===== src/core/rcw_pkg.sv =====
// Shared constants for the real-time clock with wakeup timer.
// Assumes a 100 MHz pclk and a 32.768 kHz oscillator strobe.
package rcw_pkg;
   // Register indices; the byte address on APB is four times the index.
   localparam logic [5:0] A_SEC = 6'h10;
   localparam logic [5:0] A_MIN = 6'h11;
   localparam logic [5:0] A_HOUR = 6'h12;
   localparam logic [5:0] A_WEEK = 6'h13;
   localparam logic [5:0] A_DAY = 6'h14;
   localparam logic [5:0] A_MON = 6'h15;
   localparam logic [5:0] A_YEAR = 6'h16;
   localparam logic [5:0] A_PLO = 6'h1A;
   localparam logic [5:0] A_PHI = 6'h1B;
   localparam logic [5:0] A_FSC = 6'h1C;
   localparam logic [5:0] A_FLG = 6'h1D;
   localparam logic [5:0] A_CTL = 6'h1E;
   localparam logic [5:0] A_OFS = 6'h30;
   // Values after reset.
   localparam logic [7:0] R_ZERO = 8'h00;
   localparam logic [7:0] R_ONE = 8'h01;
   localparam logic [7:0] R_FSC = 8'h04;
   localparam logic [15:0] R_PRE = 16'h0001;
   // Field positions.
   localparam int B_TE = 4;
   localparam int B_TF = 4;
   localparam int B_TIE = 4;
   localparam int B_STOP = 6;
   localparam int B_COUNTDOWN_PAUSE = 2;
   localparam int B_TBKE = 0;
   localparam int B_DTE = 7;
   // Writable bits of the time and date counters.
   localparam logic [7:0] M_SEC = 8'h7F;
   localparam logic [7:0] M_HOUR = 8'h3F;
   localparam logic [7:0] M_DAY = 8'h3F;
   localparam logic [7:0] M_MON = 8'h1F;
   // Oscillator divider: 15 stages, stages from 256 Hz downward start at 6.
   localparam int DIV_W = 15;
   localparam int DIV_CLR_LSB = 6;
   // Interrupt release times, least values.
   localparam int CLK_NS = 10;
   localparam int REL_FAST_NS = 122000;
   localparam int REL_SLOW_NS = 7570000;
   localparam int REL_FAST_CYC = (REL_FAST_NS + CLK_NS - 1) / CLK_NS;
   localparam int REL_SLOW_CYC = (REL_SLOW_NS + CLK_NS - 1) / CLK_NS;
   localparam int REL_W = 20;
   // Countdown source codes.
   localparam logic [2:0] SRC_4096 = 3'h0;
   localparam logic [2:0] SRC_64 = 3'h1;
   localparam logic [2:0] SRC_SEC = 3'h2;
   localparam logic [2:0] SRC_MIN = 3'h3;
   localparam logic [2:0] SRC_HOUR = 3'h4;
   typedef enum logic [1:0] {IRQ_IDLE = 2'b01, IRQ_LOW = 2'b10} rcw_irq_e;
endpackage


===== src/core/rcw_link_if.sv =====
// Signals between the register core, the oscillator divider and the
// wakeup timer. All signals are synchronous to pclk.
`timescale 1ns/1ps
interface rcw_link_if;
   logic osc_tick;
   logic clr_div;
   logic t4096;
   logic t64;
   logic t1;
   logic tmin;
   logic thour;
   logic stop;
   logic te;
   logic te_rise;
   logic pause;
   logic countdown_irq_gate;
   logic [2:0] tsel;
   logic [15:0] preset;
   logic evt;
   logic [15:0] count;
   logic irq_n;
   modport pre (input osc_tick, clr_div, output t4096, t64, t1);
   modport cal (output osc_tick, clr_div, tmin, thour, stop, te, te_rise,
      pause, countdown_irq_gate, tsel, preset, input t1, evt, count, irq_n);
   modport wkt (input t4096, t64, t1, tmin, thour, stop, te, te_rise,
      pause, countdown_irq_gate, tsel, preset, output evt, count, irq_n);
endinterface


===== src/core/rcw_prescaler.sv =====
// Divider from the 32.768 kHz strobe to 4096 Hz, 64 Hz and 1 Hz ticks.
// Assumes osc_tick is a one-cycle strobe synchronous to pclk.
`timescale 1ns/1ps
module rcw_prescaler
(
   input wire logic pclk, // System clock.
   input wire logic presetn, // Asynchronous reset, active low.
   input wire logic clk_en, // Freezes all state while low.
   rcw_link_if.pre lk // Tick outputs and divider clear.
);
   typedef struct packed {
      logic [rcw_pkg::DIV_W-1:0] div;
   } rcw_pre_s;
   localparam logic [rcw_pkg::DIV_W-1:0] CLR_MASK =
      {(rcw_pkg::DIV_W - rcw_pkg::DIV_CLR_LSB){1'b1}} <<
      rcw_pkg::DIV_CLR_LSB;
   rcw_pre_s cur_ff;
   rcw_pre_s nxt_pre;
   always_comb
   begin
      nxt_pre = cur_ff;
      if (lk.clr_div)
         nxt_pre.div = (cur_ff.div & ~CLR_MASK) + {14'h0000, lk.osc_tick};
      else
         nxt_pre.div = cur_ff.div + {14'h0000, lk.osc_tick};
   end
   assign lk.t4096 = lk.osc_tick & (&cur_ff.div[2:0]);
   assign lk.t64 = lk.osc_tick & ~lk.clr_div & (&cur_ff.div[8:0]);
   assign lk.t1 = lk.osc_tick & ~lk.clr_div & (&cur_ff.div);
   always_ff @(posedge pclk or negedge presetn)
   begin
      if (!presetn)
         cur_ff <= '0;
      else if (clk_en)
         cur_ff <= nxt_pre;
   end
endmodule // rcw_prescaler


===== src/core/rcw_wakeup.sv =====
// Wakeup countdown with periodic reload and self-releasing interrupt.
// Assumes the tick inputs are one-cycle strobes from the divider/core.
`timescale 1ns/1ps
module rcw_wakeup #(
   parameter int FAST_CYC = rcw_pkg::REL_FAST_CYC,
   parameter int SLOW_CYC = rcw_pkg::REL_SLOW_CYC
)
(
   input wire logic pclk, // System clock.
   input wire logic presetn, // Asynchronous reset, active low.
   input wire logic clk_en, // Freezes all state while low.
   rcw_link_if.wkt lk // Timer control and status.
);
   typedef struct packed {
      logic [15:0] cnt;
      logic [rcw_pkg::REL_W-1:0] rel;
      rcw_pkg::rcw_irq_e st;
   } rcw_wkt_s;
   rcw_wkt_s cur_ff;
   rcw_wkt_s nxt_wkt;
   logic tick;
   logic evt;
   always_comb
   begin
      case (lk.tsel)
         rcw_pkg::SRC_4096: tick = lk.t4096;
         rcw_pkg::SRC_64: tick = lk.t64 & ~lk.stop;
         rcw_pkg::SRC_SEC: tick = lk.t1 & ~lk.stop;
         rcw_pkg::SRC_MIN: tick = lk.tmin & ~lk.stop;
         rcw_pkg::SRC_HOUR: tick = lk.thour & ~lk.stop;
         default: tick = 1'b0;
      endcase
   end
   always_comb
   begin
      nxt_wkt = cur_ff;
      evt = 1'b0;
      if (lk.te_rise)
         nxt_wkt.cnt = lk.preset;
      else if (lk.te && !lk.pause && tick)
      begin
         if (cur_ff.cnt <= 16'h0001)
         begin
            nxt_wkt.cnt = lk.preset;
            evt = 1'b1;
         end
         else
            nxt_wkt.cnt = cur_ff.cnt - 16'h0001;
      end
      unique case (cur_ff.st)
         rcw_pkg::IRQ_IDLE:
            if (evt && lk.countdown_irq_gate)
            begin
               nxt_wkt.st = rcw_pkg::IRQ_LOW;
               nxt_wkt.rel = (lk.tsel == rcw_pkg::SRC_4096) ?
                  FAST_CYC[rcw_pkg::REL_W-1:0] : SLOW_CYC[rcw_pkg::REL_W-1:0];
            end
         rcw_pkg::IRQ_LOW:
            if (!lk.countdown_irq_gate || cur_ff.rel <= 20'h00001)
               nxt_wkt.st = rcw_pkg::IRQ_IDLE;
            else
               nxt_wkt.rel = cur_ff.rel - 20'h00001;
      endcase
   end
   assign lk.evt = evt;
   assign lk.count = cur_ff.cnt;
   assign lk.irq_n = (cur_ff.st != rcw_pkg::IRQ_LOW);
   always_ff @(posedge pclk or negedge presetn)
   begin
      if (!presetn)
      begin
         cur_ff.cnt <= rcw_pkg::R_PRE;
         cur_ff.rel <= '0;
         cur_ff.st <= rcw_pkg::IRQ_IDLE;
      end
      else if (clk_en)
         cur_ff <= nxt_wkt;
   end
endmodule // rcw_wakeup


===== src/core/rcw_rtc_top.sv =====
// Register core of the real-time clock: time and calendar counters,
// wakeup timer registers and rate offset setting, reached over APB.
// Assumes osc_tick strobes once per 32.768 kHz period, synchronous to pclk.
//
// What this block does
// - An APB transfer freezes the counters; held seconds apply after it.
// - Seconds and minutes count BCD 00 to 59, carrying on rollover.
// - Writing seconds clears the 256 Hz to 1 Hz divider stages.
// - Hours count BCD 00 to 23, advanced by minutes carry.
// - Weekday one-hot rotates 01h to 40h and back on minutes carry.
// - Weekday gives no carry and ignores the date counters.
// - Day counts BCD 28 to 31 days by month and leap year.
// - Month counts BCD 1 to 12 on the day carry.
// - Year counts BCD 00 to 99 and sets February length.
// - Every year divisible by four, 00 included, is leap.
// - Wakeup timer gives periodic events and can be paused.
// - The wakeup interrupt output releases itself after a set time.
// - Sixteen-bit preset at 1Ah low and 1Bh high, 0001h to FFFFh.
// - Counter reads give preset when disabled, live count when enabled.
// - Source select picks 4096, 64, 1, 1/60, 1/3600 Hz; release times.
// - The first countdown period may be shortened.
// - Enabling restarts from preset; disabling leaves the interrupt alone.
// - Event flag latches until written zero; writing one is ignored.
// - Interrupt gate enables assertion; clearing it releases the output.
// - Offset register holds an enable bit and a seven-bit value.
`timescale 1ns/1ps
module rcw_rtc_top #(
   parameter int REL_FAST_CYC = rcw_pkg::REL_FAST_CYC,
   parameter int REL_SLOW_CYC = rcw_pkg::REL_SLOW_CYC
)
(
   input wire logic pclk, // System clock, 100 MHz.
   input wire logic presetn, // Asynchronous reset, active low.
   input wire logic clk_en, // Freezes all state while low.
   input wire logic osc_tick, // One strobe per 32.768 kHz period.
   input wire logic psel, // APB select.
   input wire logic penable, // APB access phase.
   input wire logic pwrite, // APB direction, high for write.
   input wire logic [7:0] paddr, // APB byte address.
   input wire logic [31:0] pwdata, // APB write data.
   output logic [31:0] prdata, // APB read data.
   output logic pready, // APB ready.
   output logic pslverr, // APB error for unmapped addresses.
   output logic irq_n, // Wakeup interrupt, active low.
   output logic offset_correction_on, // Rate correction enable.
   output logic [6:0] offset_value_bits // Rate correction value.
);
   generate
      if (REL_FAST_CYC < 1 || REL_FAST_CYC >= (1 << rcw_pkg::REL_W) ||
          REL_SLOW_CYC < 1 || REL_SLOW_CYC >= (1 << rcw_pkg::REL_W))
      begin : g_bad_param
         $error("Release counts must lie between 1 and 2**20 - 1.");
      end
   endgenerate

   typedef struct packed {
      logic [7:0] sec;
      logic [7:0] min;
      logic [7:0] hour;
      logic [7:0] week;
      logic [7:0] day;
      logic [7:0] mon;
      logic [7:0] year;
      logic [7:0] plo;
      logic [7:0] phi;
      logic [7:0] fsc;
      logic [7:0] ctl;
      logic [7:0] ofs;
      logic tf;
      logic [1:0] pend;
      logic te_rise;
      logic tmin;
      logic thour;
      logic [31:0] prdata;
      logic slverr;
   } rcw_top_s;

   localparam rcw_top_s RST = '{
      sec: rcw_pkg::R_ZERO, min: rcw_pkg::R_ZERO, hour: rcw_pkg::R_ZERO,
      week: rcw_pkg::R_ONE, day: rcw_pkg::R_ONE, mon: rcw_pkg::R_ONE,
      year: rcw_pkg::R_ZERO, plo: rcw_pkg::R_PRE[7:0],
      phi: rcw_pkg::R_PRE[15:8], fsc: rcw_pkg::R_FSC,
      ctl: rcw_pkg::R_ZERO, ofs: rcw_pkg::R_ZERO, tf: 1'b0, pend: 2'h0,
      te_rise: 1'b0, tmin: 1'b0, thour: 1'b0, prdata: 32'h00000000,
      slverr: 1'b0};

   rcw_top_s cur_ff;
   rcw_top_s nxt_top;
   rcw_link_if lk ();

   // True for every index that holds a register.
   function automatic logic is_mapped(input logic [5:0] idx);
      is_mapped = (idx >= rcw_pkg::A_SEC && idx <= rcw_pkg::A_YEAR) ||
         (idx >= rcw_pkg::A_PLO && idx <= rcw_pkg::A_CTL) ||
         idx == rcw_pkg::A_OFS;
   endfunction

   // One BCD step; 99 wraps to 00.
   function automatic logic [7:0] bcd_inc(input logic [7:0] v);
      if (v[3:0] != 4'h9)
         bcd_inc = {v[7:4], v[3:0] + 4'h1};
      else if (v[7:4] != 4'h9)
         bcd_inc = {v[7:4] + 4'h1, 4'h0};
      else
         bcd_inc = 8'h00;
   endfunction

   // A BCD year is a multiple of four when an even tens digit meets 0, 4
   // or 8, or an odd tens digit meets 2 or 6. Century years are not
   // special here; software has to patch them.
   function automatic logic is_leap(input logic [7:0] y);
      if (y[4])
         is_leap = (y[3:0] == 4'h2) || (y[3:0] == 4'h6);
      else
         is_leap = (y[3:0] == 4'h0) || (y[3:0] == 4'h4) ||
            (y[3:0] == 4'h8);
   endfunction

   function automatic logic [7:0] last_day(input logic [7:0] m,
      input logic [7:0] y);
      case (m)
         8'h02: last_day = is_leap(y) ? 8'h29 : 8'h28;
         8'h04, 8'h06, 8'h09, 8'h11: last_day = 8'h30;
         default: last_day = 8'h31;
      endcase
   endfunction

   logic [5:0] idx;
   logic acc;
   logic wr;
   logic adv;
   logic c_min;
   logic c_hour;
   logic c_day;
   logic c_mon;
   logic c_year;
   logic [7:0] rd;

   assign idx = paddr[7:2];
   assign acc = psel & penable & clk_en;
   assign wr = acc & pwrite & is_mapped(idx);
   // While a transfer is open the counters stand still; seconds that
   // arrive meanwhile are queued and applied one per cycle afterwards.
   assign adv = !psel && !cur_ff.ctl[rcw_pkg::B_STOP] &&
      (cur_ff.pend != 2'h0 || lk.t1);
   assign c_min = adv && cur_ff.sec == 8'h59;
   assign c_hour = c_min && cur_ff.min == 8'h59;
   assign c_day = c_hour && cur_ff.hour == 8'h23;
   assign c_mon = c_day && cur_ff.day == last_day(cur_ff.mon, cur_ff.year);
   assign c_year = c_mon && cur_ff.mon == 8'h12;

   // Read data is captured in the setup phase so that it comes from a
   // flop; the live count may therefore be one cycle old.
   always_comb
   begin
      rd = 8'h00;
      case (idx)
         rcw_pkg::A_SEC: rd = cur_ff.sec;
         rcw_pkg::A_MIN: rd = cur_ff.min;
         rcw_pkg::A_HOUR: rd = cur_ff.hour;
         rcw_pkg::A_WEEK: rd = cur_ff.week;
         rcw_pkg::A_DAY: rd = cur_ff.day;
         rcw_pkg::A_MON: rd = cur_ff.mon;
         rcw_pkg::A_YEAR: rd = cur_ff.year;
         rcw_pkg::A_PLO:
            rd = cur_ff.fsc[rcw_pkg::B_TE] ? lk.count[7:0] : cur_ff.plo;
         rcw_pkg::A_PHI:
            rd = cur_ff.fsc[rcw_pkg::B_TE] ? lk.count[15:8] : cur_ff.phi;
         rcw_pkg::A_FSC: rd = cur_ff.fsc;
         rcw_pkg::A_FLG: rd = {3'h0, cur_ff.tf, 4'h0};
         rcw_pkg::A_CTL: rd = cur_ff.ctl;
         rcw_pkg::A_OFS: rd = cur_ff.ofs;
         default: rd = 8'h00;
      endcase
   end

   always_comb
   begin
      nxt_top = cur_ff;
      nxt_top.te_rise = 1'b0;
      nxt_top.tmin = 1'b0;
      nxt_top.thour = 1'b0;
      if (adv)
      begin
         nxt_top.sec = c_min ? 8'h00 : bcd_inc(cur_ff.sec);
         if (c_min)
            nxt_top.min = c_hour ? 8'h00 : bcd_inc(cur_ff.min);
         if (c_hour)
         begin
            nxt_top.hour = c_day ? 8'h00 : bcd_inc(cur_ff.hour);
            // Only a rotation; nothing flows out of the weekday.
            nxt_top.week = {1'b0, cur_ff.week[5:0], cur_ff.week[6]};
         end
         if (c_day)
            nxt_top.day = c_mon ? 8'h01 : bcd_inc(cur_ff.day);
         if (c_mon)
            nxt_top.mon = c_year ? 8'h01 : bcd_inc(cur_ff.mon);
         if (c_year)
            nxt_top.year = bcd_inc(cur_ff.year);
         nxt_top.tmin = c_min;
         nxt_top.thour = c_hour;
      end
      // Queue depth saturates at three seconds.
      if (psel)
      begin
         if (lk.t1 && cur_ff.pend != 2'h3)
            nxt_top.pend = cur_ff.pend + 2'h1;
      end
      else if (adv && !lk.t1 && cur_ff.pend != 2'h0)
         nxt_top.pend = cur_ff.pend - 2'h1;
      if (psel && !penable)
      begin
         nxt_top.prdata = {24'h000000, rd};
         nxt_top.slverr = !is_mapped(idx);
      end
      if (wr)
      begin
         case (idx)
            rcw_pkg::A_SEC:
            begin
               nxt_top.sec = pwdata[7:0] & rcw_pkg::M_SEC;
               nxt_top.pend = 2'h0;
            end
            rcw_pkg::A_MIN: nxt_top.min = pwdata[7:0] & rcw_pkg::M_SEC;
            rcw_pkg::A_HOUR: nxt_top.hour = pwdata[7:0] & rcw_pkg::M_HOUR;
            rcw_pkg::A_WEEK: nxt_top.week = {1'b0, pwdata[6:0]};
            rcw_pkg::A_DAY: nxt_top.day = pwdata[7:0] & rcw_pkg::M_DAY;
            rcw_pkg::A_MON: nxt_top.mon = pwdata[7:0] & rcw_pkg::M_MON;
            rcw_pkg::A_YEAR: nxt_top.year = pwdata[7:0];
            rcw_pkg::A_PLO: nxt_top.plo = pwdata[7:0];
            rcw_pkg::A_PHI: nxt_top.phi = pwdata[7:0];
            rcw_pkg::A_FSC:
            begin
               nxt_top.fsc = pwdata[7:0];
               nxt_top.te_rise = pwdata[rcw_pkg::B_TE] &
                  ~cur_ff.fsc[rcw_pkg::B_TE];
            end
            rcw_pkg::A_CTL: nxt_top.ctl = pwdata[7:0];
            rcw_pkg::A_OFS: nxt_top.ofs = pwdata[7:0];
            default: nxt_top.ofs = cur_ff.ofs;
         endcase
      end
      // A timer event in the clearing cycle keeps the flag set.
      nxt_top.tf = (cur_ff.tf & ~(wr && idx == rcw_pkg::A_FLG &&
         !pwdata[rcw_pkg::B_TF])) | lk.evt;
   end

   always_ff @(posedge pclk or negedge presetn)
   begin
      if (!presetn)
         cur_ff <= RST;
      else if (clk_en)
         cur_ff <= nxt_top;
   end

   assign lk.osc_tick = osc_tick;
   assign lk.clr_div = wr && idx == rcw_pkg::A_SEC;
   assign lk.tmin = cur_ff.tmin;
   assign lk.thour = cur_ff.thour;
   assign lk.stop = cur_ff.ctl[rcw_pkg::B_STOP];
   assign lk.te = cur_ff.fsc[rcw_pkg::B_TE];
   assign lk.te_rise = cur_ff.te_rise;
   // The backup-mode select makes the pause bit ineffective.
   assign lk.pause = cur_ff.ctl[rcw_pkg::B_COUNTDOWN_PAUSE] &
      ~cur_ff.ctl[rcw_pkg::B_TBKE];
   assign lk.countdown_irq_gate = cur_ff.ctl[rcw_pkg::B_TIE];
   assign lk.tsel = cur_ff.fsc[2:0];
   assign lk.preset = {cur_ff.phi, cur_ff.plo};

   rcw_prescaler u_pre (
      .pclk(pclk),
      .presetn(presetn),
      .clk_en(clk_en),
      .lk(lk)
   );

   rcw_wakeup #(
      .FAST_CYC(REL_FAST_CYC),
      .SLOW_CYC(REL_SLOW_CYC)
   ) u_wkt (
      .pclk(pclk),
      .presetn(presetn),
      .clk_en(clk_en),
      .lk(lk)
   );

   assign prdata = cur_ff.prdata;
   assign pready = acc;
   assign pslverr = cur_ff.slverr & acc;
   assign irq_n = lk.irq_n;
   assign offset_correction_on = cur_ff.ofs[rcw_pkg::B_DTE];
   assign offset_value_bits = cur_ff.ofs[6:0];
endmodule // rcw_rtc_top


===== config.mk =====
export PLATFORM = sky130hd
export DESIGN_NAME = rcw_rtc_top
export DESIGN_NICKNAME = d
export VERILOG_FILES = /design/src/core/rcw_pkg.sv /design/src/core/rcw_link_if.sv /design/src/core/rcw_prescaler.sv /design/src/core/rcw_wakeup.sv /design/src/core/rcw_rtc_top.sv
export SDC_FILE = /design/constraint.sdc
export NUM_CORES = 1
export LEC_CHECK = 0
export ABC_AREA = 1
export BUFFER_PORTS_ARGS = -buffer_cell sky130_fd_sc_hd__buf_2
export CAP_MARGIN = 15
export CELL_PAD_IN_SITES_DETAIL_PLACEMENT = 1
export CELL_PAD_IN_SITES_GLOBAL_PLACEMENT = 1
export CORE_MARGIN = 2
export CORE_UTILIZATION = 35
export CTS_BUF_LIST = sky130_fd_sc_hd__clkbuf_4 sky130_fd_sc_hd__clkbuf_8
export CTS_CLUSTER_SIZE = 16
export DETAILED_ROUTE_END_ITERATION = 8
export HOLD_SLACK_MARGIN = 0.15
export PLACE_DENSITY_LB_ADDON = 0.1
export REMOVE_ABC_BUFFERS = 1
export SYNTH_ARGS = -nofsm -noshare
export SYNTH_HDL_FRONTEND = slang
export SYNTH_HIERARCHICAL = 1
export SYNTH_SLANG_ARGS = --single-unit

===== constraint.sdc =====
create_clock -name pclk -period 3.6 [get_ports pclk]
set_clock_uncertainty 0.15 [all_clocks]
set_input_delay 0.54 -clock pclk [delete_from_list [all_inputs] [get_ports pclk]]
set_output_delay 0.54 -clock pclk [all_outputs]
set_load 0.01 [all_outputs]

==> results of run 1 <==
-- flip-flops by register name, summed over array words and instances, names as in the netlist --
name,cells
u_wkt/cur_ff,22
prdata,8
lk.thour,1
cur_ff,92
lk.te_rise,1
u_pre/cur_ff,15
offset_correction_on,1
offset_value_bits,7
u_wkt/lk.count,16
lk.tmin,1
-- report_power, final --
part | internal (mW) | switching (mW)
clock | 0.776 | 0.822
combinational | 0.620 | 1.20
sequential | 2.13 | 0.326
-- cell type report --
cell class | instances | area [µm²]
clock buffers | 17 | 234
fillers | 4070 | 19100
multi-input cells | 1237 | 5940
flip-flops and latches | 164 | 4110
well taps | 402 | 503
clock inverters | 15 | 215
repair buffers | 114 | 867
inverters | 187 | 702
-- layer usage --
layer	GRT usage [%]	part of all wire, %	wire length, µm	up-vias
met1	34.8	48	19600	5538
met5	0	0	0	-
li1	-	-	-	5436
met2	40.9	47	19200	179
met3	3.41	3.1	1240	23
met4	4.80	1.1	461	0
-- worst max-delay path: cells and delay by family --
kind,cells,cell delay [ps]
and+or+nand+nor,18,1820
buffers and inverters,7,810
AOI/OAI and AO/OA,3,420
-- cells in the mapped netlist (all sizes together) (5+ instances only) --
cell type | n | share of area [%]
dfstp | 7 | 1.6
a221oi | 7 | 0.54
a21oi | 42 | 2.0
a31oi | 6 | 0.33
dfrtp | 157 | 35
nor4 | 5 | 0.28
clkinv | 5 | 0.17
nor2 | 167 | 5.9
o22ai | 24 | 1.3
inv | 182 | 6.1
buf | 74 | 4.8
nor3 | 29 | 1.3
or2 | 5 | 0.28
o211ai | 10 | 0.67
clkbuf | 20 | 0.75
o21ai | 169 | 7.5
xnor2 | 6 | 0.47
nand4 | 26 | 1.5
nand3 | 124 | 5.5
nand2 | 521 | 18
xor2 | 27 | 2.1
ha | 21 | 2.3
-- metrics by stage --
| step | total power [mW] | area [µm²] | TNS, ps | setup WS [ps] | hold WS, ps |
|---|---|---|---|---|---|
| after floorplan | 3.63 | 10700 | -30700 | -1350 | 94.4 |
| after global placement | 4.24 | 12100 | -2890 | -170 | 319 |
| after detailed placement | 4.31 | 12100 | -6580 | -288 | 326 |
| after CTS | 5.94 | 12600 | 0 | 231 | 210 |
| after global routing | 6.32 | 12600 | 0 | 10.8 | 224 |
| final | 5.87 | 12600 | 0 | 241 | 244 |
-- worst max path at each step --
stage	slack, ps	to	depth (start not counted)
finish	240	cur_ff[100]	28
global route	10	cur_ff[86]	30
CTS	230	cur_ff[89]	29
detailed placement	-290	cur_ff[89]	29
global placement	-170	cur_ff[89]	29
floorplan	-1350	cur_ff[79]	25
-- cells by family after synthesis --
group	Yosys count	synth area share [%]
buffers and inverters	281	11.8
other	1	0.0332
xor gates and xnor gates	33	2.56
DFF	164	36.5
AOI/OAI and AO/OA	278	13.9
adders and majority gates	21	2.33
muxes	1	0.0998
and+or+nand+nor	880	32.9
-- timing repair --
item | CTS | global route
hold buffers | 1 | 0
buffers inserted | 0 | 1
hold endpoints to repair | 72 | 0
endpoints found under the setup margin | 0 | 26
resized for setup | 0 | 7
==> metrics, run 1 <==
Layout area overhead=11.5%; Hold Path Sink=u_pre/cur_ff[0]; post-layout util=39.8%; PortBufs=39; Clock Tree Buf Depth=2; Max Freq=a little under 300 MHz; Final setup viols=0; Slowest-stage cell, CP=nand4_1; Post-Syn Area=0.0113 mm²; Antenna Nets Post-Route=0; initial antenna violation count=0; Vias=11,200; std cell rows=65; clock-pin slew on the worst setup and hold paths=100 ps; Net count, final=about 1,800; hold wc startpoint=osc_tick; R2R Setup Slk=about 640 ps; fin crit period=3360 ps; share of cells above drive strength 1=a little under an eighth; crit end category=flop; Warnings, synthesis=6; PD cells=467 mW/mm²; Pins Over Slew Limit=0; Clock Latency Late Sink=500 ps; RePlAce Congestion=0.856; Worst-Margin Slew=about 870 ps; WS Path Type=in2reg; worst r2r path cells=18; most used cell, CP=nor2_1; ys flop type=dfrtp_1; Post-Place Cells=2,102; Die X=184 µm; maximum vdd ir drop=0.289 mV; Hold Vio Cnt, Final=0; DR vias/cell=5.23; crit path DAT=3590 ps; mean routed wirelength per cell=19.0 µm; largest net degree at the start of global routing=77; Mean Syn Cell Area=6.80 µm²; Crit. Startpoint=paddr[7]; Initial DRC Count=710; Critical Path Max Stage Delay=210 ps; Die Span Y=about 180 µm; Initial Util=35.7%; total of max-cap violations=0; Core ar.=0.0316 mm²; worst hold stages=4; Slew headroom=42.0%; total grt overflow=0; antenna cells=0; Post-synth EDFFs=0; # clock sinks=164; post-synth cell types=54; status=finished clean; CP Launch Type=input port; GRT Util Overall=24.8%; Layout Cells excl Fill=2,136; CTS Root Cell=clkbuf_8; Worst Hold Class=in2reg; RSZ-0062 raised after global routing=no; DP HPWL=30,700 µm; vias in the first global route=11,100; cell count after synthesis=1,659; CP max FO=4; synthesized flop and latch total=164; CTS tree=done; Num CTS Buffers=17; Total Wirelength=40,500 µm; Post-synth ARST share=100%; reg-to-reg startpoint=u_pre/cur_ff[8]; leak pwr=6.29 nW; CP required=3830 ps; Die ar.=0.0337 mm²; Top Ports=90; commonest non-fill, non-tap cell in the layout=nand2_1; most frequent cells in the layout=nand2_1, inv_1, dfrtp_1, nor2_1, nand3_1; Critical R2R Capture=cur_ff[100]; Pre-antenna DRT Iters=5; first-pass GRT wire length=roughly 64,000 µm; crit share post-route=93.3%; H-tree depth=4; post-route DRC violation count=0; register area share after synthesis=36.5%
No activity file was read; power rests on OpenSTA's default activity.
==> run 2, diff against run 1 <==
--- a/config.mk
+++ b/config.mk
@@ -6,7 +6,6 @@
 export NUM_CORES = 1
 export LEC_CHECK = 0
 export ABC_AREA = 1
-export BUFFER_PORTS_ARGS = -buffer_cell sky130_fd_sc_hd__buf_2
 export CAP_MARGIN = 15
 export CELL_PAD_IN_SITES_DETAIL_PLACEMENT = 1
 export CELL_PAD_IN_SITES_GLOBAL_PLACEMENT = 1
@@ -15,6 +14,7 @@
 export CTS_BUF_LIST = sky130_fd_sc_hd__clkbuf_4 sky130_fd_sc_hd__clkbuf_8
 export CTS_CLUSTER_SIZE = 16
 export DETAILED_ROUTE_END_ITERATION = 8
+export DONT_BUFFER_PORTS = 1
 export HOLD_SLACK_MARGIN = 0.15
 export PLACE_DENSITY_LB_ADDON = 0.1
 export REMOVE_ABC_BUFFERS = 1
==> metrics, run 2 (synthesis gave the netlist of run 1 again) <==
Pins Over Slew Limit=0; Layout Cells excl Fill=2,086; routed wl met2=18,400 µm; Initial Util=35.7%; Reg with most FFs=cur_ff; CTS Root Cell=clkbuf_8; # clock sinks=164; H-tree depth=4; Pre-antenna DRT Iters=5; DP HPWL=29,500 µm; crit share post-route=87.1%; Worst Slack Setup Final=464 ps; status=complete, but fails checks; post-layout instance area=0.0122 mm²; Internal=~3.4 mW; PortBufs=0; post-route DRC violation count=0; clock-pin slew on the worst setup and hold paths=100 ps; fill count=between 4,000 and 5,000; total grt overflow=0; Initial DRC Count=roughly 690; combinational share of power=30.2%; vias in the first global route=11,300; fin crit period=about 3100 ps; Net count, final=1,738; max FFs per register=92; share of cells above drive strength 1=8.38%; first-pass GRT wire length=65,200 µm; Post-CTS Hold Fix Bufs=11; crit path DAT=3390 ps; Seq pwr share=approximately 43%; CTS tree=done; setup tns final=0 ps; mean routed wirelength per cell=19.6 µm; post-CTS setup buffers=0; most frequent cells in the layout=nand2_1, inv_1, dfrtp_1, nor2_1, nand3_1; Layout area overhead=8.10%; Psw=roughly 2.3 mW; commonest non-fill, non-tap cell in the layout=nand2_1; Met3 Wirelength=1760 µm; GRT Util Overall=25.4%; Clock Tree Buf Depth=2; Die X=184 µm; std cell rows=between 60 and 70; RePlAce Congestion=~0.88; Hold Vio Cnt, Final=roughly 160; Clock Latency Late Sink=530 ps; final hold slack=-444 ps; Vias=between 10,000 and 15,000; switching part of the total power=40.8%; WS Path Type=in2reg; CP required=3850 ps; Clk pwr share=26.5%; Total Wirelength=40,900 µm; initial antenna violation count=1; total of max-cap violations=0; DR vias/cell=~5.3; Antenna Nets Post-Route=0; Core ar.=0.0316 mm²; Die Span Y=184 µm; largest net degree at the start of global routing=about 170; maximum vdd ir drop=0.240 mV; crit end category=flop; CP max FO=15; CP Launch Type=input port; leak pwr=5.99 nW; met1 WL=19,300 µm; post-place instance area=0.0116 mm²; Die ar.=0.0337 mm²; PD cells=465 mW/mm²; Worst-Margin Slew=805 ps; Max Used Layer=met4; Max Freq=~320 MHz; Slew headroom=46.1%; Top Ports=90; Final setup viols=0; failing checks=hold timing; pre-CTS WS=-308 ps; RSZ-0062 raised after global routing=no; Post-Place Cells=2,042; Num CTS Buffers=17; Worst Hold Class=in2async
run 2: path summary, 6_finish.rpt:
check                                 from  cells past startpoint  slack [ps]                    to
hold reg to reg                    lk.tmin                      2         340               lk.tmin
max in group asynchronous          presetn                      0        3360            cur_ff[87]
min in group pclk                pwdata[7]                      2         190  offset_correction_on
setup / recovery                  paddr[7]                     27         460            cur_ff[81]
setup reg to reg           u_pre/cur_ff[9]                     19         670            cur_ff[81]
hold / removal                     presetn                      0        -440      u_wkt/cur_ff[18]
run 2: cell type report:
cell class                      count  area [µm²]  share of cell area [%]
Timing Repair Buffer               63         522                    4.28
Clock inverter                     14         166                    1.36
Sequential cell                   164        4110                    33.7
Inverter                          187         702                    5.76
Clock buffer                       18         248                    2.03
Multi-Input combinational cell   1237        5940                    48.7
Tap cell                          402         503                    4.12
Antenna cell                        1        2.50                  0.0205
run 2: power groups by stage:
stage,Sequential [mW],Combinational (mW),Clock [mW]
3_3_place_gp,2.48,1.64,0
5_1_grt,2.51,1.98,1.61
2_1_floorplan,2.39,1.24,0
6_report,2.46,1.71,1.50
3_5_place_dp,2.49,1.68,0
4_1_cts,2.45,1.72,1.56
run 2: what timing repair did:
item / in CTS / in global routing
resized for setup: 0 / 4
endpoints found under the setup margin: 0 / 14
endpoints found under the hold margin: 225 / 164
run 2: worst max-delay path, cell delays in order:
cell,delay [ps]
inv_1,20
nand2_1,90
nor2_1,70
nand2_1,80
nand3_1,100
a21oi_2,150
nand2_1,100
nand2_2,80
nor2_1,100
nor2_1,180
nand4_1,130
nor2_1,150
inv_1,70
nand2_1,60
nand2_1,60
nor2_1,130
nand4_1,170
nor2_1,130
buf_4,140
nand3_1,110
nor2_4,170
buf_6,190
nand3_1,90
nand2_1,70
nand3_1,60
nand2_1,80
nand2_1,50
run 2: layer usage:
metal  vias up  track usage, %
met5         -               0
met2       233            40.6
met4         0            10.0
li1       5335               -
met3        64            3.82
met1      5357            34.6
run 2: through the flow:
step           power [mW]  hold WS (ps)  utilization, %
4_1_cts              5.73          -492            38.5
6_report             5.67          -444            38.5
2_1_floorplan        3.63          94.4               -
3_3_place_gp         4.12          99.0            36.8
5_1_grt              6.11          -485            38.5
3_5_place_dp         4.17           101            36.8
==> run 3, diff against run 2 <==
--- a/config.mk
+++ b/config.mk
@@ -17,7 +17,6 @@
 export DONT_BUFFER_PORTS = 1
 export HOLD_SLACK_MARGIN = 0.15
 export PLACE_DENSITY_LB_ADDON = 0.1
-export REMOVE_ABC_BUFFERS = 1
 export SYNTH_ARGS = -nofsm -noshare
 export SYNTH_HDL_FRONTEND = slang
 export SYNTH_HIERARCHICAL = 1
==> metrics, run 3 (synthesis gave the netlist of run 1 again) <==
crit share post-route=88.8%; vias in the first global route=11,000; WS Path Type=in2reg; Clock Tree Buf Depth=2; final hold slack=-427 ps; most used cell, CP=nand2_1; leak pwr=5.94 nW; Layout Cells excl Fill=2,071; # clock sinks=164; Pre-antenna DRT Iters=5; CTS tree=done; Top Ports=90; crit path DAT=3470 ps; CP max FO=12; Final setup viols=0; RSZ-0062 raised after global routing=no; Die Span Y=184 µm; max FFs per register=92; R2R Setup Slk=between 500 and 600 ps; initial antenna violation count=0; Core ar.=between 0.03 and 0.04 mm²; total of max-cap violations=0; Worst-Margin Slew=784 ps; CP required=between 3000 and 4000 ps; DP HPWL=28,600 µm; largest net degree at the start of global routing=165; Post-Place Cells=approximately 2,000; Slowest-stage cell, CP=buf_4; maximum vdd ir drop=0.216 mV; Layout area overhead=7.15%; Total Wirelength=between 30,000 and 40,000 µm; Max Freq=313 MHz; Die X=184 µm; Hold Vio Cnt, Final=164; H-tree depth=4; GRT Util Overall=24.5%; Num CTS Buffers=17; Worst Hold Class=in2async; pre-CTS WS=-235 ps; Vias=10,800; commonest non-fill, non-tap cell in the layout=nand2_1; Die ar.=around 0.034 mm²; Initial DRC Count=493; Worst Slack Setup Final=404 ps; Clock Latency Late Sink=500 ps; total grt overflow=0; Antenna Nets Post-Route=0; post-layout instance area=about 0.012 mm²; Net count, final=1,724; antenna cells=0; post-CTS setup buffers=0; Pins Over Slew Limit=0; fin crit period=3200 ps; DR vias/cell=5.22; clock-pin slew on the worst setup and hold paths=100 ps; PD cells=~470 mW/mm²; Initial Util=a little over a third; mean routed wirelength per cell=19.2 µm; failing checks=hold timing; post-route DRC violation count=0; worst path bufs/invs=4; setup tns final=0 ps; post-place instance area=0.0115 mm²; PortBufs=0; CTS Root Cell=clkbuf_8; Reg with most FFs=cur_ff; CP Launch Type=input port; status=complete, but fails checks; share of cells above drive strength 1=under 10%; Slew headroom=47.7%; CP delay by family, top=simple AND/OR/NAND/NOR gates; RePlAce Congestion=between 0.8 and 0.9; most frequent cells in the layout=nand2_1, inv_1, dfrtp_1, nor2_1, nand3_1; Post-CTS Hold Fix Bufs=10; crit end category=flop; first-pass GRT wire length=63,400 µm; std cell rows=65; Critical Path Max Stage Delay=about 220 ps
-- run 3: changes by cell type in the layout (fill, tap and decap cells not counted), sizes merged --
cell / delta
buf: -13
bufinv: +1
diode: -1
dlygate4sd3: -1
inv: -2
clkbuf: +1
-- run 3: final cells by class --
cell class / count / area [µm²]
fillers: 4103 / 19500
clock inverters: 13 / 173
inverters: 187 / 702
repair buffers: 49 / 410
flip-flops and latches: 164 / 4110
multi-input cells: 1237 / 5940
well taps: 402 / 503
clock buffers: 19 / 249
-- run 3: metrics by stage --
stage | power (mW) | utilization (%)
finish | 5.68 | 38.2
global route | 6.12 | 38.2
CTS | 5.74 | 38.2
detailed placement | 4.15 | 36.5
global placement | 4.11 | 36.5
floorplan | 3.72 | -
-- run 3: worst register-to-register path, cell delays in order (launching register included) --
cell     delay (ps)
dfrtp_1         460
nand2_1          70
nor2_1          220
nand4_1         140
nor2_1          150
inv_1            70
nand2_1          60
nand2_1          90
nor2_2          120
nand4_1         200
nor2_1          170
buf_4           140
nand3_1          80
nor2_2          200
buf_4           230
nand2_1         110
o21ai_0         170
nand2_1          60
nand2_1          50
-- run 3: repair_timing --
item | 4_1_cts | 5_1_grt
resized for setup | 0 | 1
setup endpoints to repair | 0 | 9
hold endpoints to repair | 223 | 164
-- run 3: worst paths after layout --
check | depth (start not counted) | from | endpoint
worst max-delay path | 26 | paddr[7] | cur_ff[89]
worst min-delay path | 0 | presetn | u_wkt/cur_ff[19]
worst max register to register | 18 | u_pre/cur_ff[8] | cur_ff[89]
worst min register to register | 2 | lk.tmin | lk.tmin
max in group asynchronous | 0 | presetn | cur_ff[87]
min in group pclk | 3 | clk_en | u_wkt/cur_ff[0]
-- run 3: report_power, final --
part / internal, mW / switching [mW]
sequential: 2.13 / 0.333
clock: 0.713 / 0.810
combinational: 0.566 / 1.13
total: 3.41 / 2.27
-- run 3: routing by layer --
metal	GRT usage, %	wire, µm	vias to the layer above
met5	0	0	-
met4	7.55	996	0
met3	4.73	1730	50
met2	40.0	18200	171
met1	32.7	18800	5286
li1	-	-	5299
